<file path="config.mk">
export PLATFORM = sky130hd
export DESIGN_NAME = rcr_exec
export DESIGN_NICKNAME = d
export VERILOG_FILES = /design/src/verilog/rcr_pkg.sv /design/src/verilog/rcr_exec.sv
export SDC_FILE = /design/constraint.sdc
export NUM_CORES = 1
export LEC_CHECK = 0
export BUFFER_PORTS_ARGS = -buffer_cell sky130_fd_sc_hd__buf_2
export CAP_MARGIN = 10
export CORE_MARGIN = 1.5
export CORE_UTILIZATION = 45
export CTS_CLUSTER_SIZE = 12
export DETAILED_ROUTE_END_ITERATION = 8
export PLACE_DENSITY = 0.62
export SLEW_MARGIN = 30
export SYNTH_ARGS = -nofsm -noshare
export SYNTH_HDL_FRONTEND = slang
export SYNTH_SLANG_ARGS = --single-unit
</file>
<file path="constraint.sdc">
create_clock -name aclk -period 3.2 [get_ports aclk]
set_input_delay 0.64 -clock aclk [delete_from_list [all_inputs] [get_ports aclk]]
set_output_delay 0.64 -clock aclk [all_outputs]
set_load 0.05 [all_outputs]
</file>
<file path="src/verilog/rcr_pkg.sv">
// Shared constants and types for the rotate, carry-clear and return executor.
// Assumes a single core clock and an AXI4-Lite master for software access.
`default_nettype none

package rcr_pkg;

  // ==========================================================================
  // Opcodes (direct forms; the indirect form sets bit 0)
  localparam logic [7:0] OP_CLR_CARRY   = 8'hCF;
  localparam logic [7:0] OP_RETURN      = 8'hAF;
  localparam logic [7:0] OP_RL_DIR      = 8'h90;
  localparam logic [7:0] OP_RLC_DIR     = 8'h10;
  localparam logic [7:0] OP_RR_DIR      = 8'hE0;
  localparam logic [7:0] OP_RRC_DIR     = 8'hC0;
  localparam logic [7:0] OP_MODE_MASK   = 8'hFE;

  // ==========================================================================
  // Execution lengths in core cycles
  localparam logic [3:0] CYC_CLR_CARRY  = 4'h4;
  localparam logic [3:0] CYC_RETURN     = 4'h8;
  localparam logic [3:0] CYC_ROTATE     = 4'h4;
  localparam logic [15:0] RET_SP_STEP   = 16'h0002;

  // ==========================================================================
  // Register byte offsets
  localparam logic [7:0] REG_CTRL       = 8'h00;
  localparam logic [7:0] REG_STATUS     = 8'h04;
  localparam logic [7:0] REG_FLAGS      = 8'h08;
  localparam logic [7:0] REG_PC         = 8'h0C;
  localparam logic [7:0] REG_SP         = 8'h10;
  localparam logic [7:0] REG_MEM_INDEX  = 8'h14;
  localparam logic [7:0] REG_MEM_DATA   = 8'h18;

  // ==========================================================================
  // Field positions and reset values
  localparam int         CTRL_GO_BIT    = 31;
  localparam int         STAT_BUSY_BIT  = 0;
  localparam int         STAT_ILL_BIT   = 1;
  localparam logic [5:0] FLAGS_RESET    = 6'h00;
  localparam logic [15:0] PC_RESET      = 16'h0000;
  localparam logic [15:0] SP_RESET      = 16'h0000;
  localparam logic [1:0] RESP_OKAY      = 2'h0;
  localparam logic [1:0] RESP_SLVERR    = 2'h2;

  // FLAGS register bits 5..0 in this order
  typedef struct packed {
    logic c;
    logic z;
    logic s;
    logic v;
    logic d;
    logic h;
  } rcr_flags_type;

  typedef struct packed {
    logic [7:0] result;
    logic       carry;
  } rcr_rot_type;

  typedef enum logic [2:0] {
    KIND_NONE = 3'h0,
    KIND_CLR  = 3'h1,
    KIND_RET  = 3'h2,
    KIND_RL   = 3'h3,
    KIND_RLC  = 3'h4,
    KIND_RR   = 3'h5,
    KIND_RRC  = 3'h6
  } rcr_kind_type;

  typedef enum logic [1:0] {
    RCR_IDLE = 2'b01,
    RCR_RUN  = 2'b10
  } rcr_state_type;

endpackage

`default_nettype wire

</file>
<file path="src/verilog/rcr_exec.sv">
// Executor for carry clear, procedure return and the four byte rotates.
// Assumes an AXI4-Lite master on aclk; the operand bytes and the stack
// live in a small flip-flop byte store reached through MEM_INDEX/MEM_DATA.
//
// Overview of operation
// - Carry clear zeroes C, other flags kept.
// - Return loads PC from stack, SP plus two.
// - PC high from SP byte, low next.
// - Return leaves every flag untouched.
// - Left rotate: old bit7 to bit0, C.
// - Left through carry: C in, bit7 out.
// - Right rotate: old bit0 to bit7, C.
// - Right through carry: C in, bit0 out.
// - Rotates set Z when result is zero.
// - Rotates copy result bit7 into S.
// - Rotates set V when bit7 changed.
// - Rotates keep D and H unchanged.
//
// Local design decisions: the AXI4-Lite interface to the registers and the register offsets.
`default_nettype none

module rcr_exec
  import rcr_pkg::*;
#(
  parameter int ADDR_W = 8,
  parameter int DEPTH  = 16
)(
  input  wire logic              aclk,
  input  wire logic              aresetn,
  input  wire logic [ADDR_W-1:0] s_axi_awaddr,
  input  wire logic              s_axi_awvalid,
  output logic                   s_axi_awready,
  input  wire logic [31:0]       s_axi_wdata,
  input  wire logic [3:0]        s_axi_wstrb,
  input  wire logic              s_axi_wvalid,
  output logic                   s_axi_wready,
  output logic [1:0]             s_axi_bresp,
  output logic                   s_axi_bvalid,
  input  wire logic              s_axi_bready,
  input  wire logic [ADDR_W-1:0] s_axi_araddr,
  input  wire logic              s_axi_arvalid,
  output logic                   s_axi_arready,
  output logic [31:0]            s_axi_rdata,
  output logic [1:0]             s_axi_rresp,
  output logic                   s_axi_rvalid,
  input  wire logic              s_axi_rready
);

  localparam int AW = $clog2(DEPTH);

  if (ADDR_W < 8 || DEPTH < 4 || DEPTH > 256 || (DEPTH & (DEPTH - 1)) != 0)
  begin : g_bad_params
    $error("rcr_exec: ADDR_W must be >= 8, DEPTH a power of two in 4..256");
  end

  // ==========================================================================
  // Helpers
  function automatic logic [31:0] merge(input logic [31:0] old_val,
                                        input logic [31:0] new_val,
                                        input logic [3:0]  strb);
    logic [31:0] m;
    m = old_val;
    for (int i = 0; i < 4; i++)
    begin
      if (strb[i])
      begin
        m[i*8 +: 8] = new_val[i*8 +: 8];
      end
    end
    return m;
  endfunction

  function automatic rcr_kind_type decode(input logic [7:0] op);
    rcr_kind_type k;
    k = KIND_NONE;
    case (op & OP_MODE_MASK)
      OP_RL_DIR:  k = KIND_RL;
      OP_RLC_DIR: k = KIND_RLC;
      OP_RR_DIR:  k = KIND_RR;
      OP_RRC_DIR: k = KIND_RRC;
      default:    k = KIND_NONE;
    endcase
    if (op == OP_CLR_CARRY)
    begin
      k = KIND_CLR;
    end
    if (op == OP_RETURN)
    begin
      k = KIND_RET;
    end
    return k;
  endfunction

  function automatic logic is_rotate(input rcr_kind_type k);
    return (k == KIND_RL) || (k == KIND_RLC) || (k == KIND_RR) || (k == KIND_RRC);
  endfunction

  function automatic rcr_rot_type rotate(input rcr_kind_type k,
                                         input logic [7:0]   val,
                                         input logic         cin);
    rcr_rot_type r;
    r.carry  = val[7];
    r.result = {val[6:0], val[7]};
    case (k)
      KIND_RLC: r.result = {val[6:0], cin};
      KIND_RR:
      begin
        r.carry  = val[0];
        r.result = {val[0], val[7:1]};
      end
      KIND_RRC:
      begin
        r.carry  = val[0];
        r.result = {cin, val[7:1]};
      end
      default: r.carry = val[7];
    endcase
    return r;
  endfunction

  // ==========================================================================
  // State
  rcr_state_type state;
  rcr_kind_type  cur_kind;
  logic [3:0]    count;
  logic [7:0]    cur_op;
  logic [7:0]    cur_dst;
  rcr_flags_type flags;
  logic [15:0]   pc;
  logic [15:0]   sp;
  logic [7:0]    mem [DEPTH];
  logic [AW-1:0] mem_index;
  logic [7:0]    last_result;
  logic [AW-1:0] last_target;
  logic          illegal;
  logic          aw_full;
  logic          w_full;
  logic [7:0]    aw_addr;
  logic [31:0]   w_data;
  logic [3:0]    w_strb;

  // ==========================================================================
  // Write channel: address and data are taken in either order
  wire logic        aw_take  = s_axi_awvalid && s_axi_awready;
  wire logic        w_take   = s_axi_wvalid && s_axi_wready;
  wire logic        wr_fire  = aw_full && w_full && !s_axi_bvalid;
  wire logic        next_aw_full = (aw_full && !wr_fire) || aw_take;
  wire logic        next_w_full  = (w_full && !wr_fire) || w_take;
  wire logic        idle     = (state == RCR_IDLE);

  wire logic        wa_ctrl  = (aw_addr == REG_CTRL);
  wire logic        wa_stat  = (aw_addr == REG_STATUS);
  wire logic        wa_flags = (aw_addr == REG_FLAGS);
  wire logic        wa_pc    = (aw_addr == REG_PC);
  wire logic        wa_sp    = (aw_addr == REG_SP);
  wire logic        wa_midx  = (aw_addr == REG_MEM_INDEX);
  wire logic        wa_mdat  = (aw_addr == REG_MEM_DATA);
  wire logic        wa_hit   = wa_ctrl || wa_stat || wa_flags || wa_pc || wa_sp
                               || wa_midx || wa_mdat;
  // Busy refuses writes so software cannot race the instruction in flight
  wire logic        wr_ok    = wr_fire && wa_hit && idle;

  wire logic [31:0] ctrl_new = merge({16'h0000, cur_dst, cur_op}, w_data, w_strb);
  wire logic [31:0] reg_new  = merge(32'h0000_0000, w_data, w_strb);
  wire logic        go       = wr_ok && wa_ctrl && ctrl_new[CTRL_GO_BIT];
  wire rcr_kind_type new_kind = decode(ctrl_new[7:0]);
  wire logic        start    = go && (new_kind != KIND_NONE);
  wire logic        ill_evt  = go && (new_kind == KIND_NONE);

  // ==========================================================================
  // Operand and stack fetch
  wire logic          done       = (state == RCR_RUN) && (count == 4'h0);
  wire logic          cur_ind    = cur_op[0];
  wire logic [AW-1:0] dst_idx    = cur_dst[AW-1:0];
  wire logic [7:0]    ptr_val    = mem[dst_idx];
  wire logic [AW-1:0] ptr_idx    = ptr_val[AW-1:0];
  wire logic [AW-1:0] target     = cur_ind ? ptr_idx : dst_idx;
  wire logic [7:0]    rot_in     = mem[target];
  wire logic          rot_in_msb = rot_in[7];
  wire logic          rot_in_lsb = rot_in[0];
  wire logic          carry_now  = flags.c;
  wire rcr_rot_type   rot        = rotate(cur_kind, rot_in, flags.c);
  wire logic          rot_done   = done && is_rotate(cur_kind);
  wire logic [15:0]   sp_plus1   = sp + 16'h0001;
  wire logic [15:0]   sp_plus2   = sp + RET_SP_STEP;
  wire logic [7:0]    stack_hi   = mem[sp[AW-1:0]];
  wire logic [7:0]    stack_lo   = mem[sp_plus1[AW-1:0]];

  wire logic [3:0]    new_cycles = (new_kind == KIND_RET) ? CYC_RETURN
                                 : (new_kind == KIND_CLR) ? CYC_CLR_CARRY : CYC_ROTATE;

  rcr_flags_type next_flags;
  always_comb
  begin
    next_flags = flags;
    if (wr_ok && wa_flags)
    begin
      next_flags = reg_new[5:0];
    end
    if (done && cur_kind == KIND_CLR)
    begin
      next_flags.c = 1'b0;
    end
    if (rot_done)
    begin
      next_flags.c = rot.carry;
      next_flags.z = (rot.result == 8'h00);
      next_flags.s = rot.result[7];
      next_flags.v = rot_in[7] ^ rot.result[7];
    end
  end

  // ==========================================================================
  // Sequencer
  always_ff @(posedge aclk)
  begin
    if (!aresetn)
    begin
      state    <= RCR_IDLE;
      count    <= 4'h0;
      cur_kind <= KIND_NONE;
      cur_op   <= 8'h00;
      cur_dst  <= 8'h00;
    end
    else
    begin
      case (state)
        RCR_IDLE:
        begin
          if (start)
          begin
            state    <= RCR_RUN;
            count    <= new_cycles - 4'h1;
            cur_kind <= new_kind;
          end
          if (wr_ok && wa_ctrl)
          begin
            cur_op  <= ctrl_new[7:0];
            cur_dst <= ctrl_new[15:8];
          end
        end
        RCR_RUN:
        begin
          count <= count - 4'h1;
          if (done)
          begin
            state <= RCR_IDLE;
          end
        end
        default: state <= RCR_IDLE;
      endcase
    end
  end

  // ==========================================================================
  // Architectural state
  always_ff @(posedge aclk)
  begin
    if (!aresetn)
    begin
      flags       <= FLAGS_RESET;
      pc          <= PC_RESET;
      sp          <= SP_RESET;
      mem_index   <= '0;
      last_result <= 8'h00;
      last_target <= '0;
      illegal     <= 1'b0;
    end
    else
    begin
      flags <= next_flags;
      if (done && cur_kind == KIND_RET)
      begin
        pc <= {stack_hi, stack_lo};
        sp <= sp_plus2;
      end
      else
      begin
        if (wr_ok && wa_pc)
        begin
          pc <= reg_new[15:0];
        end
        if (wr_ok && wa_sp)
        begin
          sp <= reg_new[15:0];
        end
      end
      if (wr_ok && wa_midx)
      begin
        mem_index <= reg_new[AW-1:0];
      end
      if (rot_done)
      begin
        last_result <= rot.result;
        last_target <= target;
      end
      // A new illegal opcode wins over a clear in the same cycle
      if (ill_evt)
      begin
        illegal <= 1'b1;
      end
      else if (wr_ok && wa_stat && reg_new[STAT_ILL_BIT])
      begin
        illegal <= 1'b0;
      end
    end
  end

  // Only the rotated byte changes; the pointer byte is left alone
  always_ff @(posedge aclk)
  begin
    if (rot_done)
    begin
      mem[target] <= rot.result;
    end
    else if (wr_ok && wa_mdat)
    begin
      mem[mem_index] <= reg_new[7:0];
    end
  end

  // ==========================================================================
  // AXI write handshake and response
  always_ff @(posedge aclk)
  begin
    if (!aresetn)
    begin
      aw_full       <= 1'b0;
      w_full        <= 1'b0;
      aw_addr       <= 8'h00;
      w_data        <= 32'h0000_0000;
      w_strb        <= 4'h0;
      s_axi_awready <= 1'b1;
      s_axi_wready  <= 1'b1;
      s_axi_bvalid  <= 1'b0;
      s_axi_bresp   <= RESP_OKAY;
    end
    else
    begin
      aw_full       <= next_aw_full;
      w_full        <= next_w_full;
      s_axi_awready <= !next_aw_full;
      s_axi_wready  <= !next_w_full;
      if (aw_take)
      begin
        aw_addr <= {s_axi_awaddr[7:2], 2'b00};
      end
      if (w_take)
      begin
        w_data <= s_axi_wdata;
        w_strb <= s_axi_wstrb;
      end
      if (wr_fire)
      begin
        s_axi_bvalid <= 1'b1;
        s_axi_bresp  <= (wa_hit && idle) ? RESP_OKAY : RESP_SLVERR;
      end
      else if (s_axi_bready)
      begin
        s_axi_bvalid <= 1'b0;
      end
    end
  end

  // ==========================================================================
  // AXI read path
  wire logic [7:0] ra = {s_axi_araddr[7:2], 2'b00};
  logic [31:0] rd_data;
  logic        rd_hit;
  always_comb
  begin
    rd_hit  = 1'b1;
    rd_data = 32'h0000_0000;
    if (ra == REG_CTRL)
    begin
      rd_data = {16'h0000, cur_dst, cur_op};
    end
    else if (ra == REG_STATUS)
    begin
      rd_data = {16'h0000, last_result, 6'h00, illegal, !idle};
    end
    else if (ra == REG_FLAGS)
    begin
      rd_data = {26'h0, flags};
    end
    else if (ra == REG_PC)
    begin
      rd_data = {16'h0000, pc};
    end
    else if (ra == REG_SP)
    begin
      rd_data = {16'h0000, sp};
    end
    else if (ra == REG_MEM_INDEX)
    begin
      rd_data[AW-1:0] = mem_index;
    end
    else if (ra == REG_MEM_DATA)
    begin
      rd_data[7:0] = mem[mem_index];
    end
    else
    begin
      rd_hit = 1'b0;
    end
  end

  wire logic ar_take     = s_axi_arvalid && s_axi_arready;
  wire logic next_rvalid = ar_take || (s_axi_rvalid && !s_axi_rready);

  always_ff @(posedge aclk)
  begin
    if (!aresetn)
    begin
      s_axi_arready <= 1'b1;
      s_axi_rvalid  <= 1'b0;
      s_axi_rdata   <= 32'h0000_0000;
      s_axi_rresp   <= RESP_OKAY;
    end
    else
    begin
      s_axi_rvalid  <= next_rvalid;
      s_axi_arready <= !next_rvalid;
      if (ar_take)
      begin
        s_axi_rdata <= rd_data;
        s_axi_rresp <= rd_hit ? RESP_OKAY : RESP_SLVERR;
      end
    end
  end

  wire rcr_kind_type start_kind = start ? new_kind : KIND_NONE;
endmodule

`default_nettype wire

</file>
==> metrics.md <==
| Metric | Value |
|---|---|
| Final Wtd Congestion | `between 0.9 and 1` |
| Setup ws final | `-0.296 ns` |
| Routed Antenna Nets | `0` |
| Worst skew pair latency | `0.59 ns` |
| CTS tree | `done` |
| Clock buffer depth | `3` |
| Vias per cell | `between 6 and 7` |
| Failing checks | `setup timing` |
| Clk pwr share | `~47%` |
| Mapped Cells | `about 1,500` |
| Max_slew headroom | `between 20% and 30%` |
| Sw power | `between 1.5 and 2 mW` |
| Pwr Density | `364 nW/µm²` |
| Dpl ws | `-0.468 ns` |
| Area leader, netlist | `edfxtp_1` |
| Req. time, crit path | `3.54 ns` |
| Share of cells above drive strength 1 | `about 36%` |
| Setup Skew | `0.0106 ns` |
| TritonRoute pass-1 iters | `7` |
| Worst-margin pin slew | `1.08 ns` |
| Tcrit/Tclk final | `109%` |
| CP endpoint kind | `flip-flop` |
| Wire per inst | `26.2 µm` |
| CP max FO | `8` |
| Crit Path Class | `flip-flop to flip-flop` |
| Initial core utilization | `between 40 and 50%` |
| FMAX | `~0.29 GHz` |
| Core area | `approximately 35,000 µm²` |
| Total GRT Usage | `roughly a third` |
| Total routed wirelength | `roughly 59,000 µm` |
| Top cells by area, synth | `edfxtp_1 (24%), dfxtp_1 (17%), mux4_2 (16%)` |
| Cell-internal power | `5.75 mW` |
| Clock Sinks | `about 270` |
| Post-synth EDFFs | `128` |
| Routed vias | `14,600` |
| Num CTS Buffers | `30` |
| H-tree Lvls | `1` |
| Sw Share | `between 20% and 30%` |
| Die height | `about 190 µm` |
| Netlist cell types | `93` |
| Post-synth ARST share | `0%` |
| Final Critical Period | `roughly 3.5 ns` |
| RSZ-0062 raised after global routing | `true` |
| VDD IR max | `0.633 mV` |
| Worst EP arrival | `3.83 ns` |
| Initial antenna violation count | `0` |
| Area Growth Syn to Fin | `29.6%` |
| Drt drc | `0` |
| Root Driver | `clkbuf_16` |
| First-pass GRT wire length | `between 80,000 and 90,000 µm` |
| DIE AREA | `~37,000 µm²` |
| Final HPWL DP | `roughly 40,000 µm` |
| Layout Nets | `around 1,800` |
| Sequential power share | `around 48%` |
| Min-delay worst type | `input pin to flip-flop` |
| Row cnt | `between 60 and 70` |
| Netlist Area Pre-Place | `around 16,000 µm²` |
| Final setup fails | `~140` |
| Vias in the first global route | `between 10,000 and 15,000` |
| Placed insts | `2,158` |
| Ports | `100` |
| Combinational group share of total power | `5.0%` |
| Grt total ovfl | `0` |
| Synth Register Bits | `about 270` |
| Lkg Pwr | `~7.2 nW` |
| Yosys top cell area share | `24.1%` |
| Largest net degree at the start of global routing | `between 70 and 80` |
| Top FF cell, synth | `dfxtp_1` |
| I/O Buffers | `61` |
| Outcome | `complete, but fails checks` |
| Yosys warnings | `0` |
| Finished Core Util | `about three fifths` |
| Setup crit start kind | `flip-flop` |
| Max-Cap Viols | `0` |
| Pins Over Slew Limit | `0` |
| Sequential area share after synthesis | `41.5%` |
| First DRT Iteration DRCs | `about 1,700` |
| Cell Count, Final, Fillers Out | `between 2,000 and 2,500` |
| Syn Area/Cell | `approximately 10 µm²` |
| Hold Violations, Final | `0` |
| Die X | `roughly 190 µm` |
| Clk pin slew, worst setup/hold paths | `about 0.060 ns` |
cell usage in the layout (no fill, tap or decap), drive strengths merged, types with 6 or more instances in the layout:
cell | synthesis | final
and3 | 11 | 11
a211oi | 39 | 39
buf | 56 | 341
clkbuf | 82 | 44
inv | 15 | 14
nor2b | 24 | 24
nor2 | 135 | 135
nand2b | 6 | 6
mux2i | 92 | 92
nor4 | 10 | 10
o21ai | 61 | 61
nand2 | 189 | 190
nand4 | 12 | 12
edfxtp | 128 | 128
o221ai | 6 | 6
and2 | 12 | 12
conb | 1 | 18
nor3 | 51 | 51
a32oi | 9 | 9
a21oi | 117 | 117
nand3 | 50 | 50
mux2 | 10 | 10
dfxtp | 139 | 139
a221oi | 17 | 17
a31oi | 17 | 17
clkinv | 0 | 11
a22oi | 28 | 28
mux4 | 113 | 113
a2111oi | 6 | 6
path summary, 6_finish.rpt:
check / slack [ns] / start / cells after the start / end
worst max register to register: -0.30 / flip-flop / 17 / mem[7][0]
worst max-delay path: -0.30 / flip-flop / 17 / mem[7][0]
worst min-delay path: 0.29 / s_axi_wdata[0] / 3 / w_data[0]
worst min register to register: 0.45 / aw_addr[5] / 2 / aw_addr[5]
stage by stage:
stage                     area, µm²  power, mW  setup TNS (ns)  hold slack [ns]
final                         20700       7.53          -19.41            0.292
after global routing          20700       7.74          -29.96            0.293
after CTS                     20100       7.55           -8.21            0.279
after detailed placement      18300       4.08          -40.03            0.445
after global placement        18300       4.07          -29.68            0.441
after floorplan               16000       3.97               0            0.431
sequential cells by signal, indices dropped and copies added, names as in the netlist, 8 cells and up, named ones only:
register and count:
mem 128, s_axi_rdata 16, pc 16, cur_op 8
w_data 17, last_result 8, cur_dst 8, sp 16
cell type report:
class	instances	area, µm²
fillers	2907	14000
multi-input cells	1126	9320
flip-flops and latches	267	6640
repair buffers	344	3090
clock buffers	42	837
well taps	455	569
clock inverters	13	154
inverters	15	57.6
diodes	1	2.50
per-layer routing:
layer	GRT usage (%)	vias to the layer above	wire, µm
met5	0.137	-	0
met4	16.1	0	3700
met3	7.89	234	5960
met2	50.8	873	26700
met1	40.4	7092	22900
li1	-	6355	-
cell families (layout without fill, tap and decap cells):
group	after synthesis	count (layout)	synth area share, %
adder cells (fa/ha/maj)	3	3	0.235
other	1	19	0.0235
buffers and inverters	153	414	4.85
flip-flops	267	267	41.5
XOR/XNOR	9	9	0.494
multiplexers	215	215	22.4
AO/OA/AOI/OAI	349	349	14.8
AND/OR/NAND/NOR	531	532	15.6
synth_stat cells (all sizes together) (6+ instances only):
| master | count |
|---|---|
| a2111oi | 6 |
| a211oi | 39 |
| a21oi | 117 |
| a221oi | 17 |
| a22oi | 28 |
| a31oi | 17 |
| a32oi | 9 |
| and2 | 12 |
| and3 | 11 |
| buf | 56 |
| clkbuf | 82 |
| dfxtp | 139 |
| edfxtp | 128 |
| inv | 15 |
| mux2 | 10 |
| mux2i | 92 |
| mux4 | 113 |
| nand2 | 189 |
| nand2b | 6 |
| nand3 | 50 |
| nand4 | 12 |
| nor2 | 135 |
| nor2b | 24 |
| nor3 | 51 |
| nor4 | 10 |
| o21ai | 61 |
| o221ai | 6 |
critical path: stages, from the launching register on:
cell       delay [ns]
dfxtp_4          0.39
buf_12           0.15
buf_16           0.14
buf_8            0.13
mux4_2           0.24
nor2b_4          0.16
a211oi_2         0.05
a221o_1          0.38
buf_4            0.15
buf_6            0.13
buf_6            0.13
or4_4            0.53
o2111ai_2        0.09
nor4_2           0.06
buf_4            0.16
nand2_4          0.07
o21ai_4          0.10
clkbuf_16        0.19
power groups by stage:
stage	Clock, mW	Combinational [mW]	Sequential, mW
floorplan	0	0.222	3.75
global placement	0	0.362	3.71
detailed placement	0	0.367	3.71
CTS	3.54	0.371	3.64
global route	3.69	0.403	3.64
finish	3.52	0.376	3.64
timing repair:
item | in CTS | in global routing
pin swaps | 34 | 41
hold buffers | 0 | 0
cloned | 9 | 3
endpoints found under the setup margin | 159 | 144
setup buffers | 24 | 18
resized for setup | 111 | 105
Note: power is estimated with default switching activity, not from simulation.
